**src/branch_eval_pkg.sv**
```systemverilog
// Package: constants, types and register map of the branch evaluator
package branch_eval_pkg;

    // APB register byte offsets
    localparam logic [7:0] INSTR_OFS = 8'h00;
    localparam logic [7:0] FLAGS_OFS = 8'h04;
    localparam logic [7:0] PC_OFS = 8'h08;
    localparam logic [7:0] STATE_OFS = 8'h0C;

    // Widths of the instruction fields
    localparam int OP_W = 4;
    localparam int OFFSET_W = 7;
    localparam int FLAG_SEL_W = 3;
    localparam int INSTR_W = OP_W + OFFSET_W + FLAG_SEL_W;

    // Bit positions inside the status flags register
    localparam logic [2:0] FLAG_C_POS = 3'h0;
    localparam logic [2:0] FLAG_Z_POS = 3'h1;
    localparam logic [2:0] FLAG_N_POS = 3'h2;
    localparam logic [2:0] FLAG_V_POS = 3'h3;

    // Bit positions inside the state register
    localparam int ST_BUSY_POS = 0;
    localparam int ST_TAKEN_POS = 1;
    localparam int ST_BAD_OP_POS = 2;
    localparam int ST_DONE_POS = 3;
    localparam int ST_STATE_LSB = 4;

    // Values after reset
    localparam logic [7:0] FLAGS_RST = 8'h00;
    localparam logic [15:0] PC_RST = 16'h0000;

    // Cycle counts of one branch
    localparam int NOT_TAKEN_CYCLES = 1;
    localparam int TAKEN_CYCLES = 2;

    // Branch opcodes
    typedef enum logic [OP_W-1:0] {
        branch_on_flag_clear = 4'h0,
        branch_if_equal = 4'h1,
        branch_if_not_equal = 4'h2,
        branch_if_carry_set = 4'h3,
        branch_if_carry_clear = 4'h4,
        branch_same_or_higher = 4'h5,
        branch_if_lower = 4'h6,
        branch_if_minus = 4'h7,
        branch_if_plus = 4'h8,
        branch_signed_ge = 4'h9
    } br_op_e;

    // Instruction word as written to the instruction register
    typedef struct packed {
        logic [OP_W-1:0] op;
        logic [OFFSET_W-1:0] offset;
        logic [FLAG_SEL_W-1:0] flag_sel;
    } instr_s;

    // Sequencer states, Gray coded along idle, eval, jump
    typedef enum logic [1:0] {
        ST_IDLE = 2'h0,
        ST_EVAL = 2'h1,
        ST_JUMP = 2'h3
    } fsm_e;

endpackage : branch_eval_pkg

```
**src/branch_condition.sv**
```systemverilog
// Condition test of one conditional relative branch
`timescale 1ns/100ps
module branch_condition
    import branch_eval_pkg::*;
(
    // Decoded instruction
    input wire logic [OP_W-1:0] op,
    input wire logic [FLAG_SEL_W-1:0] flag_sel,
    // Current status flags
    input wire logic [7:0] flags,
    // Result
    output logic take,
    output logic bad_op
);

    logic c_flag;
    logic z_flag;
    logic n_flag;
    logic v_flag;

    // Named flags from their fixed positions
    assign c_flag = flags[FLAG_C_POS];
    assign z_flag = flags[FLAG_Z_POS];
    assign n_flag = flags[FLAG_N_POS];
    assign v_flag = flags[FLAG_V_POS];

    // One condition per opcode; unknown opcodes fall through untaken
    always_comb begin
        take = 1'b0;
        bad_op = 1'b0;
        case (op)
            branch_on_flag_clear: take = (flags[flag_sel] == 1'b0);
            branch_if_equal: take = (z_flag == 1'b1);
            branch_if_not_equal: take = (z_flag == 1'b0);
            branch_if_carry_set: take = (c_flag == 1'b1);
            branch_if_carry_clear: take = (c_flag == 1'b0);
            branch_same_or_higher: take = (c_flag == 1'b0);
            branch_if_lower: take = (c_flag == 1'b1);
            branch_if_minus: take = (n_flag == 1'b1);
            branch_if_plus: take = (n_flag == 1'b0);
            branch_signed_ge: take = ((n_flag ^ v_flag) == 1'b0);
            default: bad_op = 1'b1;
        endcase
    end

endmodule : branch_condition

```
**src/conditional_branch_evaluator.sv**
```systemverilog
// Conditional relative branch evaluator with an APB register port
`timescale 1ns/100ps

// Overview of operation
// - flag-clear branch tests selected flag for 0
// - equal branch taken when zero is 1
// - not-equal branch taken when zero is 0
// - carry-set branch taken when carry is 1
// - carry-clear branch taken when carry is 0
// - same-or-higher taken when carry is 0
// - lower branch taken when carry is 1
// - minus branch taken when negative is 1
// - plus branch taken when negative is 0
// - signed ge taken when N xor V is 0
// - taken branch loads pc plus offset plus one
// - branches never change any status flag
module conditional_branch_evaluator
    import branch_eval_pkg::*;
#(
    parameter int PC_W = 16
) (
    // Clock and reset
    input wire logic pclk,
    input wire logic presetn,
    // APB slave
    input wire logic psel,
    input wire logic penable,
    input wire logic pwrite,
    input wire logic [7:0] paddr,
    input wire logic [31:0] pwdata,
    output logic [31:0] prdata,
    output logic pready,
    output logic pslverr,
    // Program counter and status towards the core
    output logic [PC_W-1:0] pc,
    output logic pc_load,
    output logic [7:0] status_flags,
    output logic branch_busy,
    output logic branch_done,
    output logic branch_taken
);

    fsm_e state_r;
    fsm_e state_nxt;
    instr_s instr_r;
    logic [7:0] flags_r;
    logic [PC_W-1:0] pc_r;
    logic [PC_W-1:0] target_r;
    logic [PC_W-1:0] target_nxt;
    logic pready_r;
    logic pslverr_r;
    logic [31:0] prdata_r;
    logic pc_load_r;
    logic done_r;
    logic taken_r;
    logic bad_op_r;
    logic cond_take;
    logic cond_bad;
    logic apb_access;
    logic apb_commit;
    logic wr_commit;
    logic addr_ok;
    logic wr_refused;
    logic issue;
    logic busy_r;
    logic hit_instr;
    logic hit_flags;
    logic hit_pc;
    logic hit_state;
    logic wr_ok;
    logic wr_instr;
    logic wr_flags;
    logic wr_pc;
    logic [31:0] rd_word;
    logic [PC_W-1:0] offset_ext;
    logic in_eval;
    logic branch_end;

    // Condition test on the stored instruction and current flags
    branch_condition i_branch_condition (
        .op(instr_r.op),
        .flag_sel(instr_r.flag_sel),
        .flags(flags_r),
        .take(cond_take),
        .bad_op(cond_bad)
    );

    // APB phases; pready comes one cycle into the access phase
    assign apb_access = psel & penable;
    assign apb_commit = apb_access & pready_r;
    assign wr_commit = apb_commit & pwrite;

    // Address decode of the four mapped words
    always_comb begin
        hit_instr = 1'b0;
        hit_flags = 1'b0;
        hit_pc = 1'b0;
        hit_state = 1'b0;
        if (paddr == INSTR_OFS) begin
            hit_instr = 1'b1;
        end else if (paddr == FLAGS_OFS) begin
            hit_flags = 1'b1;
        end else if (paddr == PC_OFS) begin
            hit_pc = 1'b1;
        end else if (paddr == STATE_OFS) begin
            hit_state = 1'b1;
        end
    end
    assign addr_ok = hit_instr | hit_flags | hit_pc | hit_state;

    // Writes while a branch runs would tear pc or flags, so refuse them
    assign wr_refused = pwrite & (!addr_ok | hit_state
                        | (state_r != ST_IDLE));

    // Refusal is fixed in the wait state; a write lands only if not refused
    assign wr_ok = wr_commit & !pslverr_r;
    assign wr_instr = wr_ok & hit_instr;
    assign wr_flags = wr_ok & hit_flags;
    assign wr_pc = wr_ok & hit_pc;
    assign issue = wr_instr;

    // Evaluation cycle, and the cycle in which a branch finishes
    assign in_eval = (state_r == ST_EVAL);
    assign branch_end = (in_eval & !cond_take) | (state_r == ST_JUMP);

    // Offset sign extended so that a taken branch can jump backward
    assign offset_ext = PC_W'($signed(instr_r.offset));
    assign target_nxt = pc_r + offset_ext + PC_W'(1);

    // APB handshake: one wait state, then ready for one cycle
    always_ff @(posedge pclk or negedge presetn) begin
        if (!presetn) begin
            pready_r <= 1'b0;
        end else begin
            pready_r <= apb_access & !pready_r;
        end
    end

    // Refusal decided in the wait state, shown beside ready
    always_ff @(posedge pclk or negedge presetn) begin
        if (!presetn) begin
            pslverr_r <= 1'b0;
        end else begin
            pslverr_r <= apb_access & !pready_r
                         & (pwrite ? wr_refused : !addr_ok);
        end
    end

    // Read mux, zero for unmapped words
    always_comb begin
        rd_word = 32'h00000000;
        if (hit_instr) begin
            rd_word[INSTR_W-1:0] = instr_r;
        end else if (hit_flags) begin
            rd_word[7:0] = flags_r;
        end else if (hit_pc) begin
            rd_word[PC_W-1:0] = pc_r;
        end else if (hit_state) begin
            rd_word[ST_BUSY_POS] = busy_r;
            rd_word[ST_TAKEN_POS] = taken_r;
            rd_word[ST_BAD_OP_POS] = bad_op_r;
            rd_word[ST_DONE_POS] = done_r;
            rd_word[ST_STATE_LSB+1:ST_STATE_LSB] = state_r;
        end
    end

    // Read data captured in the wait state, so it stands with ready
    always_ff @(posedge pclk or negedge presetn) begin
        if (!presetn) begin
            prdata_r <= 32'h00000000;
        end else if (apb_access & !pready_r & !pwrite) begin
            prdata_r <= rd_word;
        end
    end

    // Instruction register; writing it starts a branch
    always_ff @(posedge pclk or negedge presetn) begin
        if (!presetn) begin
            instr_r <= '0;
        end else if (issue) begin
            instr_r <= pwdata[INSTR_W-1:0];
        end
    end

    // Status flags: only software writes them, the sequencer never does
    always_ff @(posedge pclk or negedge presetn) begin
        if (!presetn) begin
            flags_r <= FLAGS_RST;
        end else if (wr_flags) begin
            flags_r <= pwdata[7:0];
        end
    end

    // Sequencer: eval decides, jump adds the second cycle of a taken branch
    always_comb begin
        state_nxt = state_r;
        case (state_r)
            ST_IDLE: begin
                if (issue) begin
                    state_nxt = ST_EVAL;
                end
            end
            ST_EVAL: begin
                if (cond_take) begin
                    state_nxt = ST_JUMP;
                end else begin
                    state_nxt = ST_IDLE;
                end
            end
            ST_JUMP: state_nxt = ST_IDLE;
            default: state_nxt = ST_IDLE;
        endcase
    end

    // Sequencer state register
    always_ff @(posedge pclk or negedge presetn) begin
        if (!presetn) begin
            state_r <= ST_IDLE;
        end else begin
            state_r <= state_nxt;
        end
    end

    // Busy taken from the next state so it tracks the sequencer exactly
    always_ff @(posedge pclk or negedge presetn) begin
        if (!presetn) begin
            busy_r <= 1'b0;
        end else begin
            busy_r <= (state_nxt != ST_IDLE);
        end
    end

    // Target held across the jump cycle
    always_ff @(posedge pclk or negedge presetn) begin
        if (!presetn) begin
            target_r <= '0;
        end else if (in_eval) begin
            target_r <= target_nxt;
        end
    end

    // Program counter: sequential step, jump, or software write
    always_ff @(posedge pclk or negedge presetn) begin
        if (!presetn) begin
            pc_r <= PC_W'(PC_RST);
        end else if (in_eval & !cond_take) begin
            pc_r <= pc_r + PC_W'(1);
        end else if (state_r == ST_JUMP) begin
            pc_r <= target_r;
        end else if (wr_pc) begin
            pc_r <= pwdata[PC_W-1:0];
        end
    end

    // Pc load pulse in the cycle after a branch moved the pc
    always_ff @(posedge pclk or negedge presetn) begin
        if (!presetn) begin
            pc_load_r <= 1'b0;
        end else begin
            pc_load_r <= branch_end;
        end
    end

    // Done pulse, one cycle, together with the pc load
    always_ff @(posedge pclk or negedge presetn) begin
        if (!presetn) begin
            done_r <= 1'b0;
        end else begin
            done_r <= branch_end;
        end
    end

    // Sticky result of the last branch, kept until the next evaluation
    always_ff @(posedge pclk or negedge presetn) begin
        if (!presetn) begin
            taken_r <= 1'b0;
        end else if (in_eval) begin
            taken_r <= cond_take;
        end
    end

    // Illegal opcode of the last branch; such a branch still steps the pc
    always_ff @(posedge pclk or negedge presetn) begin
        if (!presetn) begin
            bad_op_r <= 1'b0;
        end else if (in_eval) begin
            bad_op_r <= cond_bad;
        end
    end

    // APB outputs straight from flip-flops
    assign prdata = prdata_r;
    assign pready = pready_r;
    assign pslverr = pslverr_r;

    // Core outputs straight from flip-flops
    assign pc = pc_r;
    assign pc_load = pc_load_r;
    assign status_flags = flags_r;
    assign branch_busy = busy_r;
    assign branch_done = done_r;
    assign branch_taken = taken_r;

endmodule : conditional_branch_evaluator

```
**config.mk**
```make
export PLATFORM = sky130hd
export DESIGN_NAME = conditional_branch_evaluator
export DESIGN_NICKNAME = d
export VERILOG_FILES = /design/src/branch_eval_pkg.sv /design/src/branch_condition.sv /design/src/conditional_branch_evaluator.sv
export SDC_FILE = /design/constraint.sdc
export NUM_CORES = 1
export LEC_CHECK = 0
export BUFFER_PORTS_ARGS = -buffer_cell sky130_fd_sc_hd__buf_2
export CELL_PAD_IN_SITES_DETAIL_PLACEMENT = 1
export CELL_PAD_IN_SITES_GLOBAL_PLACEMENT = 1
export CORE_MARGIN = 1
export CORE_UTILIZATION = 46
export CTS_CLUSTER_SIZE = 40
export DETAILED_ROUTE_END_ITERATION = 10
export PLACE_DENSITY_LB_ADDON = 0.1
export SLEW_MARGIN = 20
export SYNTH_ARGS = -nofsm -noshare
export SYNTH_HDL_FRONTEND = slang
export SYNTH_SLANG_ARGS = --single-unit
```
**constraint.sdc**
```tcl
create_clock -name pclk -period 4.63 [get_ports pclk]
set_input_delay 0.6945 -clock pclk [delete_from_list [all_inputs] [get_ports pclk]]
set_output_delay 0.6945 -clock pclk [all_outputs]
set_load 0.05 [all_outputs]
```
==> impl_metrics.toml <==
[worst_setup_path]
critPathCaptureType = "flip-flop"
data_arrival_time_of_the_worst_path_ns = 3.39
critPathBufInv = 1
worst_path_max_delay_cell = "sky130_fd_sc_hd__nor3_4"
timing.critical_path.required_ns = 4.94
startpoint_type = "flip-flop"
critical_path.cell_chain = "mux2_4, a311oi_2, o221ai_2, nor3_4, buf_4, mux2_2, o2bb2a_1"
path_delay_family = "compound AO/OA/AOI/OAI gates"
worstPathMaxFanout = 16
critical_path.max_stage_delay_ns = 0.65
critPathKind = "flip-flop to flip-flop"

[power]
cellLeakagePower_nw = 2.71
power.switching_fraction = 0.295
p_comb_frac = 0.125
clock_power_share = 0.375
power.net_switching_w = 0.000423
power-per-cell-area_nw_per_um2 = 259
sequential_power_share = 0.500
p_total_w = 0.00143
internal_power_w = 0.00101
worst_ir_drop_vdd_mv = 0.154

[global_route]
globalRouteOverflowTotal = 0
grt_max_degree = 79
globalRouteTotalUtil = 0.265
first_global_vias = 4213
grt_antenna_before_repair = 0
grt_pass1_wl_um = 22800

[yosys]
ys_types = 68
ys.flop_type = "sky130_fd_sc_hd__dfrtp_1"
mappedNetlistArea_um2 = 4960
postSynth.asyncResetShare = 1.00
synth_top_cells_by_count = "sky130_fd_sc_hd__dfrtp_1 (78), sky130_fd_sc_hd__nand2_1 (49), sky130_fd_sc_hd__nor2_1 (35)"
synth_top_cell_area_share = 0.394
postSynthCellCount = 474
yosys-top-cells-area = "sky130_fd_sc_hd__dfrtp_1 (39%), sky130_fd_sc_hd__mux2_2 (7.5%), sky130_fd_sc_hd__mux2i_1 (4.4%), sky130_fd_sc_hd__ha_1 (4.0%), sky130_fd_sc_hd__nand2_1 (3.7%)"
synth_enable_flop_cells = 0
synth-seq-area-share = 0.394
synthMostInstantiatedCell = "sky130_fd_sc_hd__dfrtp_1"
post_synth.cell_area_avg_um2 = 10.5
netlist.top_cell.by_area = "sky130_fd_sc_hd__dfrtp_1"
ys_seq_elements = 78
ys_warn_count = 0

[clocking]
post_cts.resized_instances = 0
htree_num_levels = 3
tritoncts.num_buffers = 9
cts_num_sinks = 78
total_setup_buffers_inserted_after_cts = 0
cts.path.max_buffers = 2
holdBufCountCts = 0
tritoncts = "done"
clk_pin_slew_worst_paths_ns = 0.08
clk-insertion-delay-late_ns = 0.37
clockRootBuffer = "sky130_fd_sc_hd__clkbuf_8"

[floorplanning]
floorplan.die.width_um = 106
die_y_um = 106
die_area_um2 = 11200
fp-row-count = 37
core_footprint_um2 = 10400
io_pins = 107
initial_util = 0.478

[finish]
nets = 601
multiInputGateArea_um2 = 2780
diodes = 0
drive_above_1_share = 0.289
area_growth_pct = 11.6
filler_cell_count = 1184
sequential_cell_area_um2 = 1950

[sta]
timing_max_transition_violations_final = 0
setup_violations = 0
slew_limit_headroom = 0.288
final.period_utilization = 0.666
grt_setup_unrepaired = "false"
clock_period_minus_worst_slack_ns = 3.08
fin_worst_skew_ns = 0.00847
timing.final.hold_violations = 0
worstMarginPinSlew_ns = 1.07
max_freq_ghz = 0.324
setup_tns_ns = 0

[route]
detailroute.via_count = 4027
remaining_number_of_nets_flagged_by_the_antenna_check_after_routing = 0
firstDrtPassIters = 4
via_per_inst = 5.92
avgRoutedWirePerCell_um = 20.3
remaining_drc_errors = 0
drt_initial_violations = 224
totalWireLength_um = 13800

[place]
gp_congestion = 0.754
port_buffers = 74
place.detailed.hpwl_um = 10200

[run_status]
run_status = "completed"

[worst_hold_path]
worstHoldPathType = "input pin to async pin"

[run]
maxCapViolations = 0
metrics by stage:
step / std cells / setup slack (ns) / area, µm² / util / hold slack, ns
after detailed placement: 664 / 1.19 / 5330 / 0.514 / 0.464
after global routing: 680 / 1.42 / 5540 / 0.534 / 0.407
final: 680 / 1.55 / 5540 / 0.534 / 0.351
after floorplan: 489 / 2.16 / 5020 / - / 0.399
after CTS: 680 / 1.55 / 5530 / 0.533 / 0.482
after global placement: 664 / 1.30 / 5330 / 0.514 / 0.452
power groups by stage:
stage | Combinational (W) | Sequential, W | Clock (W)
finish | 0.000179 | 0.000716 | 0.000536
global route | 0.000192 | 0.000719 | 0.000568
CTS | 0.000180 | 0.000716 | 0.000540
detailed placement | 0.000179 | 0.000730 | 0
global placement | 0.000176 | 0.000728 | 0
floorplan | 0.0000866 | 0.000773 | 0
sequential cells by signal, summed over array words and instances (netlist names):
register,count
branch_done,1
branch_busy,1
pready,1
instr_r,14
prdata,16
state_r,2
target_r,16
pc,16
bad_op_r,1
pslverr,1
branch_taken,1
status_flags,8
worst paths after layout:
check                           depth (start not counted)   startpoint  slack, ns         end
worst min register to register                          2   prdata[14]       0.48  prdata[14]
worst min-delay path                                    1      presetn       0.35  instr_r[1]
min in group pclk                                       2   prdata[14]       0.48  prdata[14]
worst max-delay path                                    7  instr_r[10]       1.55      pc[10]
max in group asynchronous                               1      presetn       3.76      pc[14]
worst max register to register                          7  instr_r[10]       1.55      pc[10]
cell usage in the layout, fill, tap and decap left out, types with 4 or more instances in the layout:
cell,synthesis,final
sky130_fd_sc_hd__a21o_1,10,10
sky130_fd_sc_hd__inv_1,11,11
sky130_fd_sc_hd__mux2_2,33,33
sky130_fd_sc_hd__nor3_1,8,8
sky130_fd_sc_hd__buf_2,3,73
sky130_fd_sc_hd__a22o_1,10,10
sky130_fd_sc_hd__nand2_1,49,49
sky130_fd_sc_hd__a2bb2oi_2,6,6
sky130_fd_sc_hd__a22oi_2,8,8
sky130_fd_sc_hd__a21oi_1,14,14
sky130_fd_sc_hd__nand3_1,15,15
sky130_fd_sc_hd__ha_1,16,16
sky130_fd_sc_hd__and3_1,7,7
sky130_fd_sc_hd__xnor2_1,7,7
sky130_fd_sc_hd__nor2_1,35,35
sky130_fd_sc_hd__dfrtp_1,78,78
sky130_fd_sc_hd__conb_1,1,16
sky130_fd_sc_hd__nand4_1,5,5
sky130_fd_sc_hd__o211ai_1,7,7
sky130_fd_sc_hd__a221oi_1,6,6
sky130_fd_sc_hd__clkbuf_8,0,10
sky130_fd_sc_hd__nor2b_1,4,4
sky130_fd_sc_hd__mux4_2,8,8
sky130_fd_sc_hd__o32a_1,4,4
sky130_fd_sc_hd__mux2i_1,22,22
sky130_fd_sc_hd__a31oi_1,5,5
sky130_fd_sc_hd__o21ai_0,14,14
sky130_fd_sc_hd__and2_1,4,4
final cells by class:
cell class | instances | share of cell area
Timing Repair Buffer | 76 | 0.0708
Clock inverter | 6 | 0.0111
Clock buffer | 10 | 0.0249
Multi-Input combinational cell | 362 | 0.502
Inverter | 12 | 0.00814
Sequential cell | 78 | 0.353
Tap cell | 136 | 0.0307
cell families (layout without fill, tap and decap cells):
kind of cell / after synthesis / after routing / share of synthesized area
AND/OR/NAND/NOR: 137 / 137 / 0.129
AO/OA/AOI/OAI: 120 / 120 / 0.200
flip-flops: 78 / 78 / 0.394
multiplexers: 64 / 64 / 0.159
buffers and inverters: 49 / 104 / 0.0590
adder cells (fa/ha/maj): 17 / 17 / 0.0444
XOR/XNOR: 8 / 8 / 0.0141
other: 1 / 16 / 0.000756
metal layers:
metal	global-route usage	vias to the layer above	share of wire
li1	-	1871	-
met1	0.368	2035	0.46
met5	0	-	0
met2	0.432	105	0.48
met4	0.0704	0	0.012
met3	0.0396	16	0.047
Note: power is estimated with default switching activity, not from simulation.
